$ cat config.mk
export PLATFORM = sky130hd
export DESIGN_NAME = rsxe_exec
export DESIGN_NICKNAME = d
export VERILOG_FILES = /design/src/hdl/rsxe_pkg.sv /design/src/hdl/rsxe_exec.sv /design/src/hdl/rsxe_sub8.sv
export SDC_FILE = /design/constraint.sdc
export NUM_CORES = 1
export LEC_CHECK = 0
export BUFFER_PORTS_ARGS = -buffer_cell sky130_fd_sc_hd__buf_2
export CELL_PAD_IN_SITES_DETAIL_PLACEMENT = 1
export CELL_PAD_IN_SITES_GLOBAL_PLACEMENT = 2
export CORE_AREA = 2 2 119 98
export CTS_CLUSTER_DIAMETER = 200
export DETAILED_ROUTE_END_ITERATION = 10
export DIE_AREA = 0 0 121 100
export HOLD_SLACK_MARGIN = 0.1
export PLACE_DENSITY = 0.86
export SYNTH_ARGS = -nofsm -noshare
export SYNTH_HDL_FRONTEND = slang
export SYNTH_SLANG_ARGS = --single-unit
$ cat constraint.sdc
create_clock -name clk_i -period 1.8 [get_ports clk_i]
set_input_delay 0.09 -clock clk_i [delete_from_list [all_inputs] [get_ports clk_i]]
set_output_delay 0.09 -clock clk_i [all_outputs]
set_load 0.01 [all_outputs]
$ cat src/hdl/rsxe_pkg.sv
/*
 Package for the rotate/subtract/xor execution group: operation codes,
 operand ranges, port direction selectors and reset values.
 Assumes a single 100 MHz clock domain in the enclosing core.
*/
`default_nettype none
package rsxe_pkg;
    typedef enum logic [3:0] {
        RSXE_OP_NONE,
        RSXE_OP_ROTATE_LEFT_CARRY,
        RSXE_OP_SLEEP,
        RSXE_OP_LITERAL_MINUS_ACC,
        RSXE_OP_REG_MINUS_ACC,
        RSXE_OP_REG_MINUS_ACC_BORROW,
        RSXE_OP_NIBBLE_EXCHANGE,
        RSXE_OP_DIRECTION_LOAD,
        RSXE_OP_XOR_LITERAL_ACC,
        RSXE_OP_XOR_REG_ACC
    } rsxe_op_t;

    localparam int          RSXE_DATA_W      = 8;
    localparam int          RSXE_ADDR_W      = 7;
    localparam logic [6:0]  RSXE_ADDR_MAX    = 7'h7F;
    localparam logic [2:0]  RSXE_DIR_PORT_A  = 3'h5;
    localparam logic [2:0]  RSXE_DIR_PORT_B  = 3'h6;
    localparam logic [2:0]  RSXE_DIR_PORT_C  = 3'h7;
    localparam logic        RSXE_DEST_ACC    = 1'h0;
    localparam logic        RSXE_DEST_FILE   = 1'h1;
    localparam logic [7:0]  RSXE_ACC_RST     = 8'h00;
    localparam logic [7:0]  RSXE_DIR_RST     = 8'hFF;
    localparam logic [7:0]  RSXE_WDT_CLEAR   = 8'h00;
    localparam logic        RSXE_EXPIRY_RST  = 1'h1;
    localparam logic        RSXE_PDOWN_RST   = 1'h1;
    localparam int          RSXE_EXEC_CYCLES = 1;
endpackage : rsxe_pkg
`default_nettype wire

$ cat src/hdl/rsxe_exec.sv
/*
 Execution unit for rotate-left, sleep, subtracts, nibble swap,
 direction load and exclusive-OR. The core presents one decoded
 operation per cycle with the file register value already read; this
 block writes the accumulator, direction registers and flags, and
 returns file write-back as a one-cycle strobe. Ops that arrive while
 asleep are dropped, since the core clock is stopped then.
*/
// What this block does
// RL1: rotate file left through carry, carry only
// RL2: old carry in bit0, bit7 out
// RL3: sleep clears power-down, sets expiry, clears watchdog
// RL4: sleep then halts with oscillator stopped
// RL5: literal minus accumulator into accumulator
// RL6: subtract carry/digit carry mean no borrow
// RL7: file minus accumulator to chosen destination
// RL8: file minus accumulator minus borrow, flags
// RL9: swap file nibbles, flags untouched
// RL10: destination bit 0 accumulator, 1 file
// RL11: accumulator to direction A, B, C
// RL12: literal xor accumulator, zero flag only
// RL13: file xor accumulator, zero flag only
// RL14: zero flag set when result is zero
`timescale 1ns/1ns
`default_nettype none
module rsxe_exec #(
    parameter int W  = 8,
    parameter int AW = 7
) (
    // Clock and reset
    input  wire logic                clk_i,
    input  wire logic                nrst_i,
    // Decoded instruction
    input  wire logic                op_valid_i,
    input  wire rsxe_pkg::rsxe_op_t  op_i,
    input  wire logic [AW-1:0]       file_addr_i,
    input  wire logic                dest_i,
    input  wire logic [W-1:0]        literal_i,
    input  wire logic [2:0]          dir_sel_i,
    input  wire logic [W-1:0]        file_rdata_i,
    // Wake from sleep
    input  wire logic                wake_i,
    // File write-back
    output logic                     file_we_o,
    output logic [AW-1:0]            file_waddr_o,
    output logic [W-1:0]             file_wdata_o,
    // Core state
    output logic [W-1:0]             acc_o,
    output logic                     carry_flag_o,
    output logic                     digit_carry_flag_o,
    output logic                     zero_flag_o,
    output logic                     watchdog_expiry_flag_o,
    output logic                     power_down_flag_o,
    output logic                     watchdog_clear_o,
    output logic                     sleep_o,
    output logic                     osc_run_o,
    // Port direction registers
    output logic [W-1:0]             port_a_direction_o,
    output logic [W-1:0]             port_b_direction_o,
    output logic [W-1:0]             port_c_direction_o
);
    logic       rst_sync1_reg;
    logic       rst_sync2_reg;
    logic       rst_n;
    logic [W-1:0] sub_a;
    logic [W-1:0] sub_diff;
    logic       sub_carry;
    logic       sub_dc;
    logic       sub_borrow;
    logic [W-1:0] result;
    logic       to_file;
    logic       writes_dest;
    logic       sets_z;
    logic       sets_cdc;
    logic       sets_c_rot;
    logic       go;
    logic [W-1:0] acc_reg;
    logic       c_reg;
    logic       dc_reg;
    logic       z_reg;
    logic       expiry_reg;
    logic       pdown_reg;
    logic       wdt_clr_reg;
    logic       sleep_reg;
    logic       osc_run_reg;
    logic       we_reg;
    logic [AW-1:0] waddr_reg;
    logic [W-1:0]  wdata_reg;
    logic [W-1:0]  dir_a_reg;
    logic [W-1:0]  dir_b_reg;
    logic [W-1:0]  dir_c_reg;

    // Reset release through two flops so all state leaves reset together
    always_ff @(posedge clk_i or negedge nrst_i) begin
        if (!nrst_i) begin
            rst_sync1_reg <= 1'b0;
            rst_sync2_reg <= 1'b0;
        end else begin
            rst_sync1_reg <= 1'b1;
            rst_sync2_reg <= rst_sync1_reg;
        end
    end
    assign rst_n = rst_sync2_reg;

    // Instructions are ignored while asleep; the core's clock is stopped
    assign go = op_valid_i && !sleep_reg;

    // Literal form uses k as minuend, others the file value
    assign sub_a      = (op_i == rsxe_pkg::RSXE_OP_LITERAL_MINUS_ACC)
                      ? literal_i : file_rdata_i;
    // Plain subtracts have no borrow; the borrow form uses inverted carry
    assign sub_borrow = (op_i == rsxe_pkg::RSXE_OP_REG_MINUS_ACC_BORROW)
                      ? !c_reg : 1'b0;                           // [RL8]

    rsxe_sub8 #(
        .W             (W)
    ) u_sub (
        .a_i           (sub_a),
        .b_i           (acc_reg),
        .borrow_i      (sub_borrow),
        .diff_o        (sub_diff),
        .carry_o       (sub_carry),
        .digit_carry_o (sub_dc)
    );

    always_comb begin
        result      = acc_reg;
        writes_dest = 1'b0;
        to_file     = 1'b0;
        sets_z      = 1'b0;
        sets_cdc    = 1'b0;
        sets_c_rot  = 1'b0;
        unique case (op_i)
            rsxe_pkg::RSXE_OP_ROTATE_LEFT_CARRY: begin
                result      = {file_rdata_i[W-2:0], c_reg};       // [RL1] [RL2]
                writes_dest = 1'b1;
                to_file     = dest_i;
                sets_c_rot  = 1'b1;
            end
            // Literal form has no file operand, so dest_i is ignored
            rsxe_pkg::RSXE_OP_LITERAL_MINUS_ACC: begin
                result      = sub_diff;                           // [RL5]
                writes_dest = 1'b1;
                sets_z      = 1'b1;
                sets_cdc    = 1'b1;
            end
            rsxe_pkg::RSXE_OP_REG_MINUS_ACC,
            rsxe_pkg::RSXE_OP_REG_MINUS_ACC_BORROW: begin
                result      = sub_diff;                           // [RL7] [RL8]
                writes_dest = 1'b1;
                to_file     = dest_i;
                sets_z      = 1'b1;
                sets_cdc    = 1'b1;
            end
            rsxe_pkg::RSXE_OP_NIBBLE_EXCHANGE: begin
                result      = {file_rdata_i[3:0], file_rdata_i[7:4]}; // [RL9]
                writes_dest = 1'b1;
                to_file     = dest_i;
            end
            rsxe_pkg::RSXE_OP_XOR_LITERAL_ACC: begin
                result      = acc_reg ^ literal_i;                // [RL12]
                writes_dest = 1'b1;
                sets_z      = 1'b1;
            end
            rsxe_pkg::RSXE_OP_XOR_REG_ACC: begin
                result      = acc_reg ^ file_rdata_i;             // [RL13]
                writes_dest = 1'b1;
                to_file     = dest_i;
                sets_z      = 1'b1;
            end
            default: begin
                result      = acc_reg;
            end
        endcase
    end

    // Accumulator update
    always_ff @(posedge clk_i or negedge rst_n) begin
        if (!rst_n) begin
            acc_reg <= rsxe_pkg::RSXE_ACC_RST;
        end else if (go && writes_dest
                     && (to_file == rsxe_pkg::RSXE_DEST_ACC)) begin
            acc_reg <= result;                                    // [RL10]
        end
    end

    // File write-back strobe, one cycle
    always_ff @(posedge clk_i or negedge rst_n) begin
        if (!rst_n) begin
            we_reg    <= 1'b0;
            waddr_reg <= '0;
            wdata_reg <= '0;
        end else begin
            we_reg <= go && writes_dest
                      && (to_file == rsxe_pkg::RSXE_DEST_FILE);   // [RL10]
            if (go && writes_dest) begin
                waddr_reg <= file_addr_i;
                wdata_reg <= result;
            end
        end
    end

    // Carry: rotate and subtracts only
    // Swap, xor and direction load keep it, so borrow chains survive them
    always_ff @(posedge clk_i or negedge rst_n) begin
        if (!rst_n) begin
            c_reg <= 1'b0;
        end else if (go && sets_c_rot) begin
            c_reg <= file_rdata_i[W-1];                           // [RL2]
        end else if (go && sets_cdc) begin
            c_reg <= sub_carry;                                   // [RL6]
        end
    end

    // Digit carry: subtracts only
    always_ff @(posedge clk_i or negedge rst_n) begin
        if (!rst_n) begin
            dc_reg <= 1'b0;
        end else if (go && sets_cdc) begin
            dc_reg <= sub_dc;                                     // [RL6]
        end
    end

    // Zero flag
    always_ff @(posedge clk_i or negedge rst_n) begin
        if (!rst_n) begin
            z_reg <= 1'b0;
        end else if (go && sets_z) begin
            z_reg <= (result == '0);                              // [RL14]
        end
    end

    // Power status bits, changed only by sleep here
    always_ff @(posedge clk_i or negedge rst_n) begin
        if (!rst_n) begin
            expiry_reg <= rsxe_pkg::RSXE_EXPIRY_RST;
            pdown_reg  <= rsxe_pkg::RSXE_PDOWN_RST;
        end else if (go && op_i == rsxe_pkg::RSXE_OP_SLEEP) begin
            pdown_reg  <= 1'b0;                                   // [RL3]
            expiry_reg <= 1'b1;                                   // [RL3]
        end
    end

    // Watchdog clear pulse, one cycle
    always_ff @(posedge clk_i or negedge rst_n) begin
        if (!rst_n) begin
            wdt_clr_reg <= 1'b0;
        end else begin
            wdt_clr_reg <= go && op_i == rsxe_pkg::RSXE_OP_SLEEP;   // [RL3]
        end
    end

    // Sleep state; the oscillator flag is its own flop so the pin sees
    // no gate between register and output
    always_ff @(posedge clk_i or negedge rst_n) begin
        if (!rst_n) begin
            sleep_reg   <= 1'b0;
            osc_run_reg <= 1'b1;
        end else if (go && op_i == rsxe_pkg::RSXE_OP_SLEEP) begin
            sleep_reg   <= 1'b1;                                  // [RL4]
            osc_run_reg <= 1'b0;                                  // [RL4]
        end else if (sleep_reg && wake_i) begin
            // Leaving sleep needs only the wake level; no op is consumed
            sleep_reg   <= 1'b0;
            osc_run_reg <= 1'b1;
        end
    end

    // Direction registers; other selectors are ignored
    always_ff @(posedge clk_i or negedge rst_n) begin
        if (!rst_n) begin
            dir_a_reg <= rsxe_pkg::RSXE_DIR_RST;
            dir_b_reg <= rsxe_pkg::RSXE_DIR_RST;
            dir_c_reg <= rsxe_pkg::RSXE_DIR_RST;
        end else if (go && op_i == rsxe_pkg::RSXE_OP_DIRECTION_LOAD) begin
            if (dir_sel_i == rsxe_pkg::RSXE_DIR_PORT_A) begin
                dir_a_reg <= acc_reg;                             // [RL11]
            end
            if (dir_sel_i == rsxe_pkg::RSXE_DIR_PORT_B) begin
                dir_b_reg <= acc_reg;                             // [RL11]
            end
            if (dir_sel_i == rsxe_pkg::RSXE_DIR_PORT_C) begin
                dir_c_reg <= acc_reg;                             // [RL11]
            end
        end
    end

    assign file_we_o              = we_reg;
    assign file_waddr_o           = waddr_reg;
    assign file_wdata_o           = wdata_reg;
    assign acc_o                  = acc_reg;
    assign carry_flag_o           = c_reg;
    assign digit_carry_flag_o     = dc_reg;
    assign zero_flag_o            = z_reg;
    assign watchdog_expiry_flag_o = expiry_reg;
    assign power_down_flag_o      = pdown_reg;
    assign watchdog_clear_o       = wdt_clr_reg;
    assign sleep_o                = sleep_reg;
    // Oscillator stops at the same edge that enters sleep
    assign osc_run_o              = osc_run_reg;                  // [RL4]
    assign port_a_direction_o     = dir_a_reg;
    assign port_b_direction_o     = dir_b_reg;
    assign port_c_direction_o     = dir_c_reg;
endmodule : rsxe_exec
`default_nettype wire

$ cat src/hdl/rsxe_sub8.sv
/*
 Eight-bit subtractor a - b - borrow giving result, carry and digit carry.
 Carry is the inverse of borrow, as the core's status convention expects.
*/
`timescale 1ns/1ns
`default_nettype none
module rsxe_sub8 #(
    parameter int W = 8
) (
    // Operands
    input  wire logic [W-1:0] a_i,
    input  wire logic [W-1:0] b_i,
    input  wire logic         borrow_i,
    // Results
    output logic      [W-1:0] diff_o,
    output logic              carry_o,
    output logic              digit_carry_o
);
    logic [W:0] full;
    logic [4:0] low;

    // Adding the one's complement keeps carry set when b + borrow <= a
    assign full          = {1'b0, a_i} + {1'b0, ~b_i} + {{W{1'b0}}, ~borrow_i};
    assign low           = {1'b0, a_i[3:0]} + {1'b0, ~b_i[3:0]}
                         + {4'h0, ~borrow_i};
    assign diff_o        = full[W-1:0];
    assign carry_o       = full[W];
    assign digit_carry_o = low[4];
endmodule : rsxe_sub8
`default_nettype wire

==> Word-level counts from Yosys, hierarchy flattened <==
Cells that the tools add are included.
Widths: inputs -> output; s select.
{ "totals": {"ff_bits": 57, "latchBits": 0, "ram_bits": 0, "mem_bits_ro": 0, "mem_count": 0} }
{ "op_classes": {"add_sub_neg": 4, "n_mul": 0, "div_mod_pow": 0, "magnitude_cmp": 0, "n_eq_ne": 12, "shift": 0, "mux": 14, "bitwise_logic": 6, "n_reduce_logical": 22} }
{ "ops": {"columns": ["cell", "count"], "rows": [
  ["$pmux 8 s5", 1],
  ["$eq 4x3->1 const B", 4],
  ["$xor 8x8->8", 2],
  ["$mux 1", 12],
  ["$logic_and 1x1->1", 10],
  ["$reduce_or 5->1", 2],
  ["$add 8x8->9", 1],
  ["$add 9x1->9", 1],
  ["$eq 3x3->1 const B", 3],
  ["$eq 4x2->1 const B", 2],
  ["$eq 4x4->1 const B", 2],
  ["$logic_not 8->1", 1],
  ["$mux 8", 1],
  ["$not 8->8", 1],
  ["$reduce_or 7->1", 1],
  ["$reduce_and 2->1", 3],
  ["$add 4x4->5", 1],
  ["$add 5x1->5", 1],
  ["$eq 4x1->1 const B", 1],
  ["$not 4->4", 1],
  ["$reduce_bool 2->1", 2],
  ["$reduce_or 3->1", 1],
  ["$logic_not 1->1", 2],
  ["$not 1->1", 2]
]} }

==> Logic depth before layout (Yosys ltp) <==
Gate-level depths: netlist (run 1).
{ "depth": {"depth_word": 6, "ltp_mapped": 14} }

==> By module <==
From an unflattened synthesis (run 1), not the netlist that was laid out.
{ "unflattened": {"cells_unflattened": 375, "area_unflattened_um2": 3500.9} }
{ "modules_own_cells": {"columns": ["module", "instances", "cells_each", "area_per_inst_um2", "seq_area_each_um2"], "rows": [
  ["rsxe_exec", 1, 328, 3136.8, 1458.9],
  ["rsxe_sub8", 1, 47, 364.1, 0.0]
]} }

==> Least setup slack after synthesis (run 1) <==
No wires, ideal clock.
{ "synth_path": {"path_kind": "in2reg", "startpoint": "input port op_i[3]", "endpoint": "register z_reg (netlist: zero_flag_o)", "setup_ps": 103, "arrival_time_ps": 3457, "path_slack_ps": -1761, "stages": 13, "cell_sequence": "buf_4 clkbuf_1 nor3_2 mux2_2 fa_1 fa_1 a211o_1 o21a_1 xnor2_1 o21ai_0 nor4b_1 o22ai_1 o41ai_2"} }
{ "synth_via": {"elab_chain_cells": 6, "word_cells_on_any_way": 18, "classes_between": "2 x add/sub; 7 x eq/ne; 4 x mux; 1 x bitwise; 4 x reduce/logical"} }
{ "synth_rtl": {"columns": ["item", "line", "text"], "rows": [
  ["start: declaration", "rsxe_exec.sv:35", "input wire rsxe_pkg::rsxe_op_t op_i,"],
  ["$eq 4x2->1 / $eq 4x3->1 (equally long branches)", "rsxe_exec.sv:109, rsxe_exec.sv:133, rsxe_exec.sv:112", null],
  ["$mux 8 / $mux 1 (equally long branches)", "rsxe_exec.sv:110, rsxe_exec.sv:113", null],
  ["$add 8x8->9 / $not 1->1 (equally long branches)", "rsxe_sub8.sv:23", "assign full = {1'b0, a_i} + {1'b0, ~b_i} + {{W{1'b0}}, ~borrow_i};"],
  ["$add 9x1->9", "rsxe_sub8.sv:23", null],
  ["$pmux 8 s5", "rsxe_exec.sv:133", "unique case (op_i)"],
  ["$logic_not 8->1", "rsxe_exec.sv:229", "z_reg <= (result == '0);"],
  ["end signal: assignment", "rsxe_exec.sv:229", null],
  ["end: declaration", "rsxe_exec.sv:80", "logic z_reg;"]
]} }
Several ways; a longest one is shown, not always the timed one.
A chain may end at the register's enable or synchronous reset.

==> Worst setup path in the final report (run 1) <==
{ "layout_path": {"startpoint": "register c_reg (netlist: carry_flag_o)", "endpoint": "register z_reg (netlist: zero_flag_o)"} }
{ "layout_via": {"elab_chain_cells": 6} }
{ "layout_rtl": {"columns": ["item", "line", "text"], "rows": [
  ["start: declaration", "rsxe_exec.sv:78", "logic c_reg;"],
  ["start signal: assignment", "rsxe_exec.sv:209", "c_reg <= file_rdata_i[W-1];"],
  ["start signal: assignment", "rsxe_exec.sv:211", "c_reg <= sub_carry;"],
  ["$logic_not 1->1", "rsxe_exec.sv:113", "? !c_reg : 1'b0;"],
  ["$mux 1", "rsxe_exec.sv:113", null],
  ["$not 1->1", "rsxe_sub8.sv:23", null],
  ["$add 9x1->9", "rsxe_sub8.sv:23", null],
  ["$pmux 8 s5 (*)", "rsxe_exec.sv:133", null],
  ["$logic_not 8->1 (*)", "rsxe_exec.sv:229", null]
]} }
Mark *: on every way between the ends. The rest lies on a longest branch, timed or not.

==> results of run 1 <==
-- cell families after synthesis --
logic type | count (synthesis) | share of synthesized area [%]
xor+xnor | 11 | 2.82
other cells | 1 | 0.110
fa+ha+maj | 9 | 3.74
simple gates | 94 | 14.2
mux | 49 | 15.7
flops | 57 | 42.8
compound gates | 89 | 16.7
buf+inv | 29 | 4.00
-- metal layers --
| metal | global-route usage [%] | up-vias | wire length [um] |
|---|---|---|---|
| met3 | 5.17 | 27 | 647 |
| met1 | 26.2 | 1711 | 5480 |
| met2 | 35.7 | 101 | 6180 |
| met4 | 6.89 | 0 | 276 |
| li1 | - | 1606 | - |
| met5 | 0 | - | 0 |
-- layout by cell type (no fill, tap or decap), drive strengths merged, types with 2 or more instances in the layout --
master,Yosys,routed
a211oi,4,4
a21o,5,5
a21oi,26,26
a22o,2,2
a22oi,8,8
a2bb2oi,2,2
a31oi,2,2
and2,2,2
and3b,2,2
buf,12,190
clkbuf,6,12
clkinvlp,0,2
conb,1,2
dfrtp,31,31
dfstp,26,26
dlygate4sd3,0,11
fa,2,2
ha,7,7
inv,11,11
mux2,37,37
mux2i,12,12
nand2,28,28
nand2b,7,7
nand3,5,5
nor2,25,25
nor2b,6,6
nor3,7,7
nor3b,2,2
o21a,3,3
o21ai,25,25
o22ai,3,3
o31ai,2,2
or4,2,2
xnor2,8,8
xor2,3,3
-- through the flow --
stage               worst slack [ps]  hold WS (ps)  instance area [um^2]  TNS, ps  power [uW]
CTS                            -1120           123                  5290   -12990        6000
finish                         -1170           130                  5480   -14590        6170
global route                   -1310           143                  5480   -16250        6530
global placement               -1190          -125                  4680   -15290        3830
floorplan                      -1290          -206                  3480   -15100        2840
detailed placement             -1360          -123                  4680   -18100        3930
-- final timing paths --
kind	slack, ps	endpoint
max reg2reg	-1170	zero_flag_o
min reg2reg	250	file_we_o
max	-1170	zero_flag_o
min in group asynchronous	250	file_we_o
min	130	carry_flag_o
max in group asynchronous	1050	rst_n
-- timing repair --
item / 4_1_cts / 5_1_grt
endpoints found under the setup margin: 35 / 35
hold buffers: 11 / 0
pin swaps: 15 / 20
setup buffers: 6 / 10
hold endpoints to repair: 12 / 0
gates resized for setup: 30 / 29
-- area by class of cell --
cell class | count | area, um^2
clock buffers | 12 | 267
clock inverters | 4 | 50.0
fillers | 1264 | 5600
inverters | 11 | 41.3
multi-input cells | 254 | 2090
flip-flops and latches | 57 | 1460
well taps | 148 | 185
repair buffers | 201 | 1390
-- power breakdown --
| part | switching [uW] | total (uW) | internal, uW | leakage [uW] |
|---|---|---|---|---|
| logic | 1350 | 2700 | 1350 | 0.00178 |
| registers | 126 | 1690 | 1570 | 0.000635 |
| clock network | 593 | 1770 | 1180 | 0.000151 |
-- worst min-delay path, delay by kind of cell --
| family | cells | cell delay (ps) |
|---|---|---|
| buf+inv | 2 | 230 |
| compound gates | 1 | 60 |
| simple gates | 1 | 50 |
==> impl_results.md, run 1 <==
- Status: finished with violations
- Violated checks: setup timing
- Hold/Removal Path Class: primary input to register
- Top cell type's share of synthesized area: 22.7%
- Number of enable flip-flop cells after synthesis: 0
- Layout cells sized above 1: 59.2%
- Core Util, Final: 49.5%
- Largest net degree at the start of global routing: 56
- Setup crit end kind: register
- Hold Path Cell Cnt: 4
- Max clock buf depth: 2
- Critical path buffers and inverters: 0
- Setup crit start kind: register
- Setup ws final: -1170 ps
- CP Launch Point: carry_flag_o
- FFs w/ async S/R, synth: 100%
- Initial antenna violation count: 0
- Top FF cell, synth: dfrtp_1
- Most frequent cell after synthesis: mux2_2
- Max stage delay on crit path: between 300 and 400 ps
- Via density: 5.01
- Critical path depth: 10
- Critical path's top delay family: compound AO/OA/AOI/OAI gates
- Max Slew Vio Count: 0
- Placed Cells incl. Taps: 645
- Layout Skew: 11.2 ps
- CTS tree: yes
- Routability Congestion: slightly below 0.9
- Ant. Diodes: 0
- IO Count: just over 90
- Reg2reg start: carry_flag_o
- Vias post-DR: 3445
- Antenna viol nets, final: 0
- Non-filler cells, final: roughly 700
- First-pass GRT wire length: 19500 um
- Drt pass-1 iters: 4
- R2r worst-path depth: 10
- Flops & latches, synth: 57
- Most used cell, CP: fa_2
- Arr. time, crit path: 3190 ps
- Yosys warns: 0
- Top post-synthesis cells by area: dfrtp_1 23%, dfstp_2 20%, mux2_2 12%, a21oi_1 3.8%, mux2i_1 3.5%
- Vias in the first global route: 3757
- RSZ-0062 raised after global routing: true
- Post-Syn Instances: 339
- Die H: 100 um
- TritonCTS Buffers: 9
- Tmin final: 2970 ps
- Hold Fails Final Rpt: 0
- CTS clock-pin slew for the worst setup and hold paths: about 60 ps
- Die area: 12100 um^2
- Post-synthesis sequential area ratio: 42.8%
- GRT Overall Usage: 21.0%
- CTS H-tree depth: 3
- Clock Latency Late Sink: 330 ps
- Leading area contributor after synthesis: dfrtp_1
- Final wirelength: 12600 um
- Cell Rows: 35
- Area growth syn-to-layout: 60.7%
- Final #Nets: 578
- Clk sink count: 57
- Dpl hpwl: ~9200 um
- Synth Cell Area: 3410 um^2
- Port buffer count: 89
- Worst path cell trace: or3_4 -> fa_2 -> fa_2 -> a211o_1 -> o21a_1 -> xnor2_2 -> o21ai_2 -> nor4b_2 -> o22ai_1 -> o41ai_2
- Final period util: 165%
- Core Area: 11100 um^2
- Hold path startpoint: file_rdata_i[7]
- Final setup violation count: 19
- FMAX: 337 MHz
- DRC: 0
- Starting DRT DRC Count: 113
- Pwr per Cell Area: 1130 nW/um^2
- Post-synth top cells: 37 x mux2_2, 31 x dfrtp_1, 28 x nand2_1
- Static Leak: 0.00257 uW
- Critical path's slowest cell: dfrtp_1
- CTS Root Cell: clkbuf_16
- Critical path class: register to register
- Initial core utilization: between 30% and 40%
- Gr ovfl total: 0
- Worst Path Required: 2020 ps
- Drt wl/cell: 18.3 um
- Post-synthesis area per instance: 10.1 um^2
- Max_cap viols: 0
- Die X: 121 um
- Peak supply drop: 0.538 mV
- Critical Path Fanout Max: 3
- Synth cell types: 56
No activity file was read; power rests on OpenSTA's default activity.
==> run 2, diff against run 1 <==
Settings changed: CORE_AREA 2 2 119 98 to 2 2 107 109, DIE_AREA 0 0 121 100 to 0 0 109 111.
==> run 2 against run 1 <==
  * The run still ends with setup timing left
  * Largest cell class unchanged
  * Highest routed layer unchanged
  * Die area about the same
  * Critical path depth down 1
  * Power up 0.36%
  * Largest power group unchanged
==> impl_results.md, run 2 (synthesis results as in run 1) <==
- Die X: 109 um
- Wire length on met1: between 5000 and 6000 um
- Highest layer used for signal routing: met4
- Final wirelength: 12700 um
- Routability Congestion: 0.911
- Layout cells sized above 1: 57.5%
- Initial antenna violation count: 0
- Core Util, Final: 48.4%
- Drt wl/cell: ~19 um
- GRT Overall Usage: 21.8%
- IO Count: 91
- Area growth syn-to-layout: 57.1%
- Drt pass-1 iters: 4
- Clk sink count: 57
- CTS tree: yes
- CTS clock-pin slew for the worst setup and hold paths: 50 ps
- Overall Power: 6190 uW
- Max clock buf depth: 2
- Layout Skew: 8.85 ps
- Non-filler cells, final: 675
- RSZ-0062 raised after global routing: true
- Hold Fails Final Rpt: 0
- Clock Latency Late Sink: 330 ps
- Setup crit end kind: register
- DRC: 0
- Static Leak: 0.00251 uW
- Status: finished with violations
- Max stage delay on crit path: 390 ps
- FMAX: 340 MHz
- Setup crit start kind: register
- Placed Cells incl. Taps: 640
- TritonCTS Buffers: 9
- Final #Nets: about 570
- Critical path's slowest cell: or3_4
- Routed met2 length: between 6000 and 7000 um
- Largest net degree at the start of global routing: 36
- Critical Path Fanout Max: 2
- Design Area, Final: about 5400 um^2
- Antenna viol nets, final: 0
- Core Area: 11100 um^2
- Critical path's top delay family: compound AO/OA/AOI/OAI gates
- Violated checks: setup timing
- Max Slew Vio Count: 0
- Max_cap viols: 0
- Final period util: 163%
- Tmin final: 2940 ps
- Port buffer count: 89
- Via density: 5.07
- Initial core utilization: 30.8%
- Worst Path Required: 2030 ps
- Cell Area, Placed: 4650 um^2
- Die area: roughly 12000 um^2
- Vias in the first global route: 3678
- Arr. time, crit path: 3170 ps
- CTS H-tree depth: 3
- Ant. Diodes: 0
- Final setup violation count: 19
- Starting DRT DRC Count: 131
- Vias post-DR: 3423
- Worst path cell trace: or3_4 -> fa_2 -> fa_2 -> a211o_1 -> a21o_1 -> a21o_1 -> xor2_2 -> a21o_1 -> o41ai_2
- Most common cell after layout, fill and taps aside: buf_2
- Setup ws final: -1140 ps
- Gr ovfl total: 0
- Most used cell, CP: a21o_1
- CTS Root Cell: clkbuf_16
- Critical path buffers and inverters: 0
- Dpl hpwl: approximately 9200 um
- Commonest cells after routing, fill and taps aside: 89 x buf_2, 87 x buf_4, 32 x mux2_2
- Critical path class: register to register
- Hold/Removal Path Class: primary input to register
- Pwr per Cell Area: 1160 nW/um^2
- Cell Rows: 39
- Peak supply drop: 0.478 mV
- First-pass GRT wire length: between 15000 and 20000 um
- Met3 WL: 470 um
- Die H: 111 um
## run 2: tightest hold or removal path, stage by stage
cell     delay [ps]
buf_2            90
buf_4           120
nand2_1          50
o31ai_1          60
## run 2: layout make-up
cell class | instances | area (um^2)
clock buffer | 11 | 243
inverter | 11 | 41.3
sequential | 57 | 1460
timing repair buffer | 194 | 1310
tap | 143 | 179
multi-input combinational | 254 | 2040
clock inverter | 5 | 78.8
fill | 1293 | 5720
## run 2: what timing repair did
item / CTS / global route
pin swaps: 15 / 14
resized for setup: 26 / 18
setup endpoints to repair: 35 / 27
setup buffers: 3 / 6
hold buffers: 11 / 0
hold endpoints to repair: 12 / 0
## run 2: layer usage
layer  GRT usage (%)  up-vias
met5               0        -
li1                -     1591
met1            27.1     1718
met3            4.70       26
met4            6.32        0
met2            37.3       88
## run 2: metrics by stage
stage	setup TNS, ps	setup slack (ps)	hold WS [ps]
after floorplan	-15100	-1290	-206
after global placement	-15930	-1130	-125
after detailed placement	-17700	-1220	-120
after CTS	-13640	-1090	102
after global routing	-17100	-1290	130
final	-15280	-1140	109
## run 2: final timing paths
path / startpoint / endpoint / slack [ps] / cells after the start
max in group asynchronous: rst_n / power_down_flag_o / 950 / 1
setup reg to reg: carry_flag_o / zero_flag_o / -1140 / 9
hold / removal: file_rdata_i[7] / carry_flag_o / 110 / 4
min in group asynchronous: rst_n / acc_o[5] / 230 / 0
setup / recovery: carry_flag_o / zero_flag_o / -1140 / 9
hold reg to reg: rst_n / acc_o[5] / 230 / 0
## run 2: where the power goes
group	internal (uW)	total, uW	switching, uW	leakage [uW]
combinational	1280	2600	1330	0.00172
sequential	1570	1710	144	0.000635
clock	1250	1880	629	0.000160
total	4090	6190	2100	0.00251
